--- config.mk ---
export PLATFORM = sky130hd
export DESIGN_NAME = upstream_contention_tx_fsm
export DESIGN_NICKNAME = d
export VERILOG_FILES = /design/src/contention_pkg.sv /design/src/upstream_contention_tx_fsm.sv
export SDC_FILE = /design/constraint.sdc
export NUM_CORES = 1
export LEC_CHECK = 0
export BUFFER_PORTS_ARGS = -buffer_cell sky130_fd_sc_hd__buf_4
export CAP_MARGIN = 10
export CORE_AREA = 3 3 174 176
export CTS_CLUSTER_SIZE = 28
export DETAILED_ROUTE_END_ITERATION = 10
export DIE_AREA = 0 0 177 179
export PLACE_DENSITY = 0.75
export SYNTH_ARGS = -nofsm -noshare
export SYNTH_HDL_FRONTEND = slang
export SYNTH_SLANG_ARGS = --single-unit
--- constraint.sdc ---
create_clock -name clk_sys -period 10.4 [get_ports clk_sys]
set_clock_uncertainty 0.15 [all_clocks]
set_input_delay 3.12 -clock clk_sys [delete_from_list [all_inputs] [get_ports clk_sys]]
set_output_delay 3.12 -clock clk_sys [all_outputs]
set_load 0.1 [all_outputs]
--- src/contention_pkg.sv ---
package contention_pkg;

  // ==========================================================================
  // Widths
  // ==========================================================================
  localparam int SIZE_W = 16;
  localparam int TIME_W = 32;
  localparam int EXP_W = 4;
  localparam int TRIES_W = 5;
  localparam int FLOW_W = 14;
  localparam int GCNT_W = 8;

  // ==========================================================================
  // Sizes, limits and reset values
  // ==========================================================================
  // Length of a bandwidth request burst, overhead included
  localparam logic [15:0] REQ_SIZE = 16'h0010;
  // Smallest fragment the flow may send
  localparam logic [15:0] MIN_FRAG = 16'h0040;
  localparam logic [4:0] MAX_TRIES = 5'h10;
  localparam logic [3:0] EXP_MAX = 4'hF;
  localparam logic [3:0] EXP_RST = 4'h0;
  localparam logic [4:0] TRIES_RST = 5'h00;
  localparam logic [15:0] LFSR_SEED = 16'hACE1;

  // ==========================================================================
  // Enumerations
  // ==========================================================================
  typedef enum logic [1:0] {ST_IDLE, ST_DEFER, ST_GRANT_PEND, ST_ACK_PEND} st_e;
  typedef enum logic [1:0] {PC_FULL, PC_FIRST, PC_MIDDLE, PC_LAST} piece_e;
  typedef enum logic [1:0] {TX_REQ_CONT, TX_DATA_CONT, TX_REQ_RES, TX_DATA_RES} txk_e;
  typedef enum logic [2:0] {EK_GRANT, EK_UREQ, EK_REQ_OP, EK_REQDATA_OP, EK_DATA_ACK} ent_e;

endpackage

--- src/upstream_contention_tx_fsm.sv ---
// Overview of operation
// - Idle clears exponent and attempts, waits for a packet, computes wait, defers.
// - Exponent is clamped to MAP floor and ceiling; wait drawn below two^exponent.
// - The random source returns a value from zero to n minus one.
// - While deferring, a grant to our own flow is handled by do_grant.
// - While deferring, a unicast request slot gets a request, stamp, grant pending.
// - Each contention slot decrements a nonzero wait; send only at zero.
// - Wait zero, big request/data slot: send packet; piggyback selects next wait state.
// - Wait zero, slot too small: send request in contention, stamp, grant pending.
// - A MAP with no usable slot keeps the wait count and stays deferring.
// - Data-ack pending returns to idle when the MAP acknowledges our flow.
// - Ack time past stamp without ack: idle if MAP was lost, else retry.
// - Grant pending uses every own grant; ack time past stamp means retry.
// - Grant fits packet: send whole, stamp; grant pending if piggyback else idle.
// - Grant below minimum piece but above a request: send request, grant pending.
// - A zero-size own grant leaves grant pending without transmitting.
// - Fragments are first, middle, last; remaining size shrinks; then grant pending.
// - Fragment piggyback omitted if another own grant remains, else sized to remainder.
// - Retry increments attempts; above sixteen drop, flag exception, return idle.
// - Otherwise exponent rises by one, wait recomputed, deferring again.
// - Missed-schedule flag is set when a MAP is lost in data-ack pending.
// - Piggyback flag is set when a piggyback request rides along a transmission.
// - Fit comparisons use packet length with overhead plus any piggyback request; fragment size uses the remainder alone.
module upstream_contention_tx_fsm (
  input wire logic clk_sys,
  input wire logic rst,
  input wire logic queue_empty,
  input wire logic [15:0] pkt_len,
  input wire logic [15:0] piggy_len,
  input wire logic [13:0] own_flow_id,
  input wire logic [31:0] cur_time,
  input wire logic map_start,
  input wire logic [3:0] map_floor,
  input wire logic [3:0] map_ceil,
  input wire logic [31:0] map_ack_time,
  input wire logic [7:0] map_own_grants,
  input wire logic map_end,
  input wire logic map_lost,
  input wire logic ent_valid,
  input wire contention_pkg::ent_e ent_kind,
  input wire logic [13:0] ent_flow,
  input wire logic [15:0] ent_size,
  output logic tx_valid,
  output contention_pkg::txk_e tx_kind,
  output contention_pkg::piece_e tx_piece,
  output logic [15:0] tx_len,
  output logic [15:0] tx_piggy_len,
  output logic [31:0] tx_stamp,
  output logic pkt_release,
  output logic drop_exception,
  output contention_pkg::st_e fsm_state,
  output logic [4:0] attempts
);

  // ==========================================================================
  // State
  // ==========================================================================
  typedef struct packed {
    contention_pkg::st_e st;
    logic [3:0] exp;
    logic [4:0] tries;
    logic [15:0] wait_cnt;
    logic [31:0] stamp;
    logic [3:0] floor;
    logic [3:0] ceil;
    logic [31:0] ack_time;
    logic ack_hit;
    logic lost;
    logic piggy;
    logic [15:0] rem;
    contention_pkg::piece_e piece;
    logic [7:0] grants_left;
    logic [15:0] lfsr;
    logic tx_valid;
    contention_pkg::txk_e tx_kind;
    contention_pkg::piece_e tx_piece;
    logic [15:0] tx_len;
    logic [15:0] tx_piggy_len;
    logic release_p;
    logic drop;
  } state_s;

  state_s q_ff;
  state_s nxt_q;

  // Clamp the exponent, then mask the random word: result is {exponent, wait}
  function automatic logic [19:0] compute_wait(input logic [3:0] e, input logic [3:0] fl,
                                               input logic [3:0] ce, input logic [15:0] r);
    logic [3:0] w;
    logic [16:0] m;
    w = e;
    if (w < fl)
      w = fl;
    if (w > ce)
      w = ce;
    // Masking with two^w minus one yields 0 .. two^w - 1
    m = (17'h00001 << w) - 17'h00001;
    return {w, r & m[15:0]};
  endfunction

  // ==========================================================================
  // Next state
  // ==========================================================================
  logic own;
  logic do_grant;
  logic do_retry;
  logic [15:0] need;
  logic [15:0] frag;
  logic [15:0] left;
  logic [19:0] cw;

  always_comb
  begin
    nxt_q = q_ff;
    nxt_q.lfsr = {q_ff.lfsr[14:0], q_ff.lfsr[15] ^ q_ff.lfsr[13] ^ q_ff.lfsr[12] ^ q_ff.lfsr[10]};
    nxt_q.tx_valid = 1'b0;
    nxt_q.release_p = 1'b0;
    nxt_q.drop = 1'b0;
    do_grant = 1'b0;
    do_retry = 1'b0;
    frag = 16'h0000;
    left = 16'h0000;
    cw = 20'h00000;
    own = ent_valid && (ent_flow == own_flow_id);
    // Packet length as sent, with the piggyback request it would carry
    need = q_ff.rem + piggy_len;
    if (map_start)
    begin
      nxt_q.floor = map_floor;
      nxt_q.ceil = map_ceil;
      nxt_q.ack_time = map_ack_time;
      nxt_q.ack_hit = 1'b0;
      nxt_q.grants_left = map_own_grants;
    end
    if (map_lost && q_ff.st == contention_pkg::ST_ACK_PEND)
      nxt_q.lost = 1'b1;
    if (own && ent_kind == contention_pkg::EK_GRANT && q_ff.grants_left != 8'h00)
      nxt_q.grants_left = q_ff.grants_left - 8'h01;
    if (own && ent_kind == contention_pkg::EK_DATA_ACK)
      nxt_q.ack_hit = 1'b1;
    unique case (q_ff.st)
      contention_pkg::ST_IDLE:
      begin
        nxt_q.exp = contention_pkg::EXP_RST;
        nxt_q.tries = contention_pkg::TRIES_RST;
        nxt_q.piggy = 1'b0;
        nxt_q.lost = 1'b0;
        if (!queue_empty)
        begin
          cw = compute_wait(contention_pkg::EXP_RST, q_ff.floor, q_ff.ceil, q_ff.lfsr);
          nxt_q.exp = cw[19:16];
          nxt_q.wait_cnt = cw[15:0];
          nxt_q.rem = pkt_len;
          nxt_q.piece = contention_pkg::PC_FULL;
          nxt_q.st = contention_pkg::ST_DEFER;
        end
      end
      contention_pkg::ST_DEFER:
      begin
        if (own && ent_kind == contention_pkg::EK_GRANT)
          do_grant = 1'b1;
        else if (own && ent_kind == contention_pkg::EK_UREQ)
        begin
          nxt_q.tx_valid = 1'b1;
          nxt_q.tx_kind = contention_pkg::TX_REQ_RES;
          nxt_q.tx_len = contention_pkg::REQ_SIZE;
          nxt_q.tx_piggy_len = 16'h0000;
          nxt_q.stamp = cur_time;
          nxt_q.st = contention_pkg::ST_GRANT_PEND;
        end
        else if (ent_valid && (ent_kind == contention_pkg::EK_REQ_OP ||
                               ent_kind == contention_pkg::EK_REQDATA_OP))
        begin
          if (q_ff.wait_cnt != 16'h0000)
            nxt_q.wait_cnt = q_ff.wait_cnt - 16'h0001;
          else if (ent_kind == contention_pkg::EK_REQDATA_OP && ent_size >= need)
          begin
            nxt_q.tx_valid = 1'b1;
            nxt_q.tx_kind = contention_pkg::TX_DATA_CONT;
            nxt_q.tx_piece = contention_pkg::PC_FULL;
            nxt_q.tx_len = need;
            nxt_q.tx_piggy_len = piggy_len;
            nxt_q.piggy = piggy_len != 16'h0000;
            nxt_q.stamp = cur_time;
            nxt_q.st = (piggy_len != 16'h0000) ? contention_pkg::ST_GRANT_PEND
                                                : contention_pkg::ST_ACK_PEND;
            nxt_q.lost = 1'b0;
          end
          else
          begin
            nxt_q.tx_valid = 1'b1;
            nxt_q.tx_kind = contention_pkg::TX_REQ_CONT;
            nxt_q.tx_len = contention_pkg::REQ_SIZE;
            nxt_q.tx_piggy_len = 16'h0000;
            nxt_q.stamp = cur_time;
            nxt_q.st = contention_pkg::ST_GRANT_PEND;
          end
        end
        // Wait count simply carries over to the next MAP
      end
      contention_pkg::ST_GRANT_PEND:
      begin
        if (own && ent_kind == contention_pkg::EK_GRANT)
          do_grant = 1'b1;
        if (map_end && q_ff.ack_time > q_ff.stamp)
          do_retry = 1'b1;
      end
      contention_pkg::ST_ACK_PEND:
      begin
        if (map_end)
        begin
          if (q_ff.ack_hit)
          begin
            nxt_q.st = contention_pkg::ST_IDLE;
            nxt_q.release_p = 1'b1;
          end
          else if (q_ff.ack_time > q_ff.stamp)
          begin
            // A lost MAP may have held our ack; resending risks a duplicate
            if (q_ff.lost)
            begin
              nxt_q.st = contention_pkg::ST_IDLE;
              nxt_q.release_p = 1'b1;
            end
            else
              do_retry = 1'b1;
          end
        end
      end
    endcase

    if (do_grant)
    begin
      if (q_ff.piece == contention_pkg::PC_FULL && ent_size >= need)
      begin
        nxt_q.tx_valid = 1'b1;
        nxt_q.tx_kind = contention_pkg::TX_DATA_RES;
        nxt_q.tx_piece = contention_pkg::PC_FULL;
        nxt_q.tx_len = need;
        nxt_q.tx_piggy_len = piggy_len;
        nxt_q.piggy = piggy_len != 16'h0000;
        nxt_q.stamp = cur_time;
        nxt_q.st = (piggy_len != 16'h0000) ? contention_pkg::ST_GRANT_PEND
                                            : contention_pkg::ST_IDLE;
        nxt_q.release_p = piggy_len == 16'h0000;
      end
      else if (ent_size < contention_pkg::MIN_FRAG && ent_size > contention_pkg::REQ_SIZE)
      begin
        nxt_q.tx_valid = 1'b1;
        nxt_q.tx_kind = contention_pkg::TX_REQ_RES;
        nxt_q.tx_len = contention_pkg::REQ_SIZE;
        nxt_q.tx_piggy_len = 16'h0000;
        nxt_q.stamp = cur_time;
        nxt_q.st = contention_pkg::ST_GRANT_PEND;
      end
      else if (ent_size == 16'h0000)
        nxt_q.st = contention_pkg::ST_GRANT_PEND;
      else
      begin
        frag = (ent_size < q_ff.rem) ? ent_size : q_ff.rem;
        left = q_ff.rem - frag;
        nxt_q.rem = left;
        nxt_q.piece = (q_ff.piece == contention_pkg::PC_FULL) ? contention_pkg::PC_FIRST
                                                              : contention_pkg::PC_MIDDLE;
        if (left == 16'h0000)
          nxt_q.piece = contention_pkg::PC_LAST;
        nxt_q.tx_valid = 1'b1;
        nxt_q.tx_kind = contention_pkg::TX_DATA_RES;
        nxt_q.tx_piece = nxt_q.piece;
        nxt_q.tx_len = frag;
        // A later grant in this MAP makes a request pointless
        nxt_q.tx_piggy_len = (q_ff.grants_left > 8'h01) ? 16'h0000 : left;
        nxt_q.piggy = nxt_q.tx_piggy_len != 16'h0000;
        nxt_q.stamp = cur_time;
        nxt_q.st = contention_pkg::ST_GRANT_PEND;
      end
    end

    if (do_retry)
    begin
      nxt_q.tries = q_ff.tries + 5'h01;
      if (q_ff.tries + 5'h01 > contention_pkg::MAX_TRIES)
      begin
        nxt_q.drop = 1'b1;
        nxt_q.release_p = 1'b1;
        nxt_q.st = contention_pkg::ST_IDLE;
      end
      else
      begin
        nxt_q.exp = (q_ff.exp == contention_pkg::EXP_MAX) ? q_ff.exp
                                                          : q_ff.exp + 4'h1;
        cw = compute_wait(nxt_q.exp, q_ff.floor, q_ff.ceil, q_ff.lfsr);
        nxt_q.exp = cw[19:16];
        nxt_q.wait_cnt = cw[15:0];
        nxt_q.st = contention_pkg::ST_DEFER;
      end
    end
  end

  // ==========================================================================
  // Registers
  // ==========================================================================
  always_ff @(posedge clk_sys or posedge rst)
  begin
    if (rst)
    begin
      q_ff <= '0;
      q_ff.lfsr <= contention_pkg::LFSR_SEED;
    end
    else
      q_ff <= nxt_q;
  end

  assign tx_valid = q_ff.tx_valid;
  assign tx_kind = q_ff.tx_kind;
  assign tx_piece = q_ff.tx_piece;
  assign tx_len = q_ff.tx_len;
  assign tx_piggy_len = q_ff.tx_piggy_len;
  assign tx_stamp = q_ff.stamp;
  assign pkt_release = q_ff.release_p;
  assign drop_exception = q_ff.drop;
  assign fsm_state = q_ff.st;
  assign attempts = q_ff.tries;
endmodule // upstream_contention_tx_fsm

==> results.tsv <==
stage	metric	value	unit
synth	fraction of the mapped netlist area in compound gates	18.0	%
hold_path	Worst Hold Class	reg -> reg	
drt	DR pass1 iterations	5	
finish	Finished Core Util	53.0	%
die	Die ar.	31700	µm²
clock_tree	H-tree depth	4	
critical_path	Startpoint Class	input port	
clock_tree	Num CTS Buffers	17	
clock_tree	# resized after CTS	0	
synth	mapped cell area	13000	µm²
hold_path	WHS Endpoint	nxt_q[47]	
clock_tree	Root Driver	clkbuf_16	
critical_path	WP data required	10.61	ns
synth	Avg Cell Area, Syn	9.12	µm²
power_and_ir_drop	Comb power frac	64.6	%
clock_tree	CTS Hold Bufs	0	
sta	Slew Viols, Final	0	
flow_run	max-cap check violation count	0	
hold_path	Hold Path Origin	nxt_q[46]	
clock_tree	Clock Pin Slew Worst Setup and Hold Paths	0.09	ns
clock_tree	CTS tree	built	
finish	ratio of cells with drive above 1 in the final layout	22.1	%
synth	number of synthesized flops with an enable pin	0	
drt	DR WL/cell	20.8	µm
synth	unique cell type count in the Yosys netlist	83	
finish	design area	15300	µm²
power_and_ir_drop	Net Switching	2710	µW
critical_path	WP data arrival	8.50	ns
synth	largest cells by area after synthesis	dfrtp_1 34%, ha_1 11%, buf_4 4.3%, nand2_1 3.8%, a21oi_1 3.6%	
drt	Post-DRT Antenna Nets	0	
grt	grt ovf	0	
sta	period utilization	79.7	%
placement	GP Congestion	0.966	
power_and_ir_drop	VDD IR max	0.171	mV
synth	ys flop type	dfrtp_1	
grt	largest net degree at the start of global routing	111	
critical_path	R2R Setup Slk	4.36	ns
synth	Synth Area in XOR/XNOR	3.65	%
synth	post-synthesis mux area share	8.62	%
synth	syn_nets	1705	
critical_path	reg2reg start	q_ff[74]	
synth	Post-Synth Adder-Cell Area	11.5	%
grt	initial antenna violation count	0	
die	Rows	62	
synth	Post-Synth Simple-Gate Area	14.8	%
synth	sequential area share after synthesis	35.2	%
hold_path	Worst Hold Path Cells	0	
critical_path	CP Capture Type	flop	
sta	Setup TNS Final	0	ns
finish	Layout Nets	1861	
finish	# diodes	0	
synth	Synth async-reset ratio	100	%
die	initial core utilization	45.0	%
finish	most frequent cells in the layout	249 x buf_4, 174 x dfrtp_1, 130 x nand2_1	
synth	#FFs+latches synth	182	
placement	final HPWL from detailed placement	32400	µm
synth	largest family of logic cells by synthesized area	compound AO/OA/AOI/OAI gates	
sta	time the worst path needs with I/O delays and setup	8.29	ns
drt	initial DRC count	1196	
power_and_ir_drop	Clk pwr share	13.9	%
clock_tree	deepest clock path buffer count	2	
clock_tree	# Post-CTS Setup Buffers	0	
clock_tree	worst skew pair latency	0.45	ns
power_and_ir_drop	Power Density	321	nW/µm²
drt	Vias	11600	
sta	final hold violations	0	
die	Die Ht	179	µm
drt	DRC violations left	0	
die	Die W	177	µm
placement	placed cell areas	14600	µm²
power_and_ir_drop	internal power	2190	µW
finish	most common cell after layout, fill and taps aside	buf_4	
die	Core Region	28800	µm²
power_and_ir_drop	Sequential Power Share	21.5	%
sta	RSZ-0062 raised after global routing	no	
critical_path	Worst R2R Path Depth	17	
sta	Max Fclk	121	MHz
drt	Post-Route WL	41000	µm
finish	Syn-to-layout area delta	17.7	%
critical_path	Worst R2R End	q_ff[63]	
critical_path	crit-path max FO	16	
grt	global-route wire length before repair	62700	µm
synth	biggest area consumer among synthesized cells	dfrtp_1	
die	I/O pins	244	
synth	top cell type's share of synthesized area	33.6	%
outcome	outcome	completed	
clock_tree	Num Clock Sinks	182	
synth	Mapped Cells	1421	
sta	Tightest Pin Transition	1.04	ns
sta	final setup fails	0	
power_and_ir_drop	switching share of total power	55.2	%
sta	max_slew headroom	30.5	%
grt	GRT Util Overall	25.4	%
critical_path	Crit Path Category	in -> reg	
finish	filler instances	2662	
synth	Syn. warnings	0	
power_and_ir_drop	leakage	0.00709	µW
placement	PortBufs	243	
grt	vias in the first global route	11100	
drt	DR vias/cell	5.85	
## metrics by stage
stage / worst slack [ns] / total power (µW) / instances / hold WS, ns
final: 2.11 / 4900 / 1974 / 0.222
after global placement: 1.96 / 4130 / 1942 / 0.214
after detailed placement: 1.82 / 4170 / 1942 / 0.215
after CTS: 2.24 / 4860 / 1974 / 0.220
after global routing: 1.65 / 5200 / 1974 / 0.218
after floorplan: 2.20 / 3400 / 1421 / 0.211
## routing by layer
| metal | wire [µm] | GRT usage (%) |
|---|---|---|
| met4 | 843 | 5.70 |
| met5 | 0 | 0 |
| met2 | 18600 | 41.1 |
| met1 | 18000 | 35.4 |
| met3 | 3560 | 5.10 |
## cell families (layout without fill, tap and decap cells)
family / after synthesis / after routing
XOR/XNOR: 54 / 54
multiplexers: 102 / 102
AND/OR/NAND/NOR: 396 / 396
buffers and inverters: 204 / 373
adder cells (fa/ha/maj): 118 / 118
AO/OA/AOI/OAI: 365 / 365
flip-flops: 182 / 182
## registers in the layout, indices dropped and copies added, names as in the netlist
signal	count
q_ff	89
tx_stamp	32
tx_len	16
tx_piggy_len	16
nxt_q	15
attempts	5
fsm_state	2
tx_kind	2
tx_piece	2
drop_exception	1
pkt_release	1
tx_valid	1
## Yosys cell counts (all sizes together) (7+ instances only)
library cell  instances
xnor2                38
dfstp                 8
nor2                 95
dfrtp               174
a21oi                95
xor2                 16
mux2i                28
nor3                 28
nand4                18
o21ai                95
a22oi                13
nand3                39
nor2b                 8
nand2b               13
a31oi                21
nand2               130
ha                  116
a21o                 14
mux2                 74
o221ai                7
o211ai               26
and2                  9
clkbuf               26
or3                   8
a211oi               17
inv                  91
buf                  86
nor3b                 7
nor4                 17
## final cells by class
class                           count  area (µm²)  share of cell area (%)
Multi-Input combinational cell   1035        7370                    48.3
Clock buffer                       17         425                    2.79
Inverter                           92         350                    2.30
Timing Repair Buffer              249        1870                    12.3
Clock inverter                     15         198                    1.30
Tap cell                          384         480                    3.15
Sequential cell                   182        4560                    29.9
## power groups by stage
stage | registers, µW | logic, µW | clock network, µW
after floorplan | 989 | 2410 | 0
after global placement | 1060 | 3070 | 0
after detailed placement | 1060 | 3100 | 0
after CTS | 1050 | 3120 | 692
after global routing | 1070 | 3400 | 726
final | 1050 | 3170 | 679
## worst max path at each step
stage	startpoint	end	slack (ns)	depth (start not counted)
after floorplan	rst	attempts[0]	2.20	1
after global placement	piggy_len[0]	tx_piggy_len[11]	1.96	21
after detailed placement	piggy_len[0]	tx_piggy_len[10]	1.82	21
after CTS	piggy_len[0]	tx_piggy_len[4]	2.24	21
after global routing	piggy_len[0]	tx_piggy_len[4]	1.65	21
final	piggy_len[0]	tx_piggy_len[4]	2.11	21
## critical path, cell delays in order
cell	delay (ns)
buf_4	0.13
ha_1	0.24
fa_1	0.41
a21o_1	0.21
a221oi_2	0.57
o21a_1	0.26
o21bai_1	0.07
a21o_1	0.20
a21o_1	0.18
a21oi_1	0.17
xor2_1	0.22
ha_1	0.27
and4_1	0.21
o2111ai_1	0.12
o31ai_1	0.11
nor3_1	0.32
a21oi_1	0.22
nor2_2	0.62
buf_4	0.34
nand2_1	0.21
o211ai_1	0.28
No activity file was read; power rests on OpenSTA's default activity.
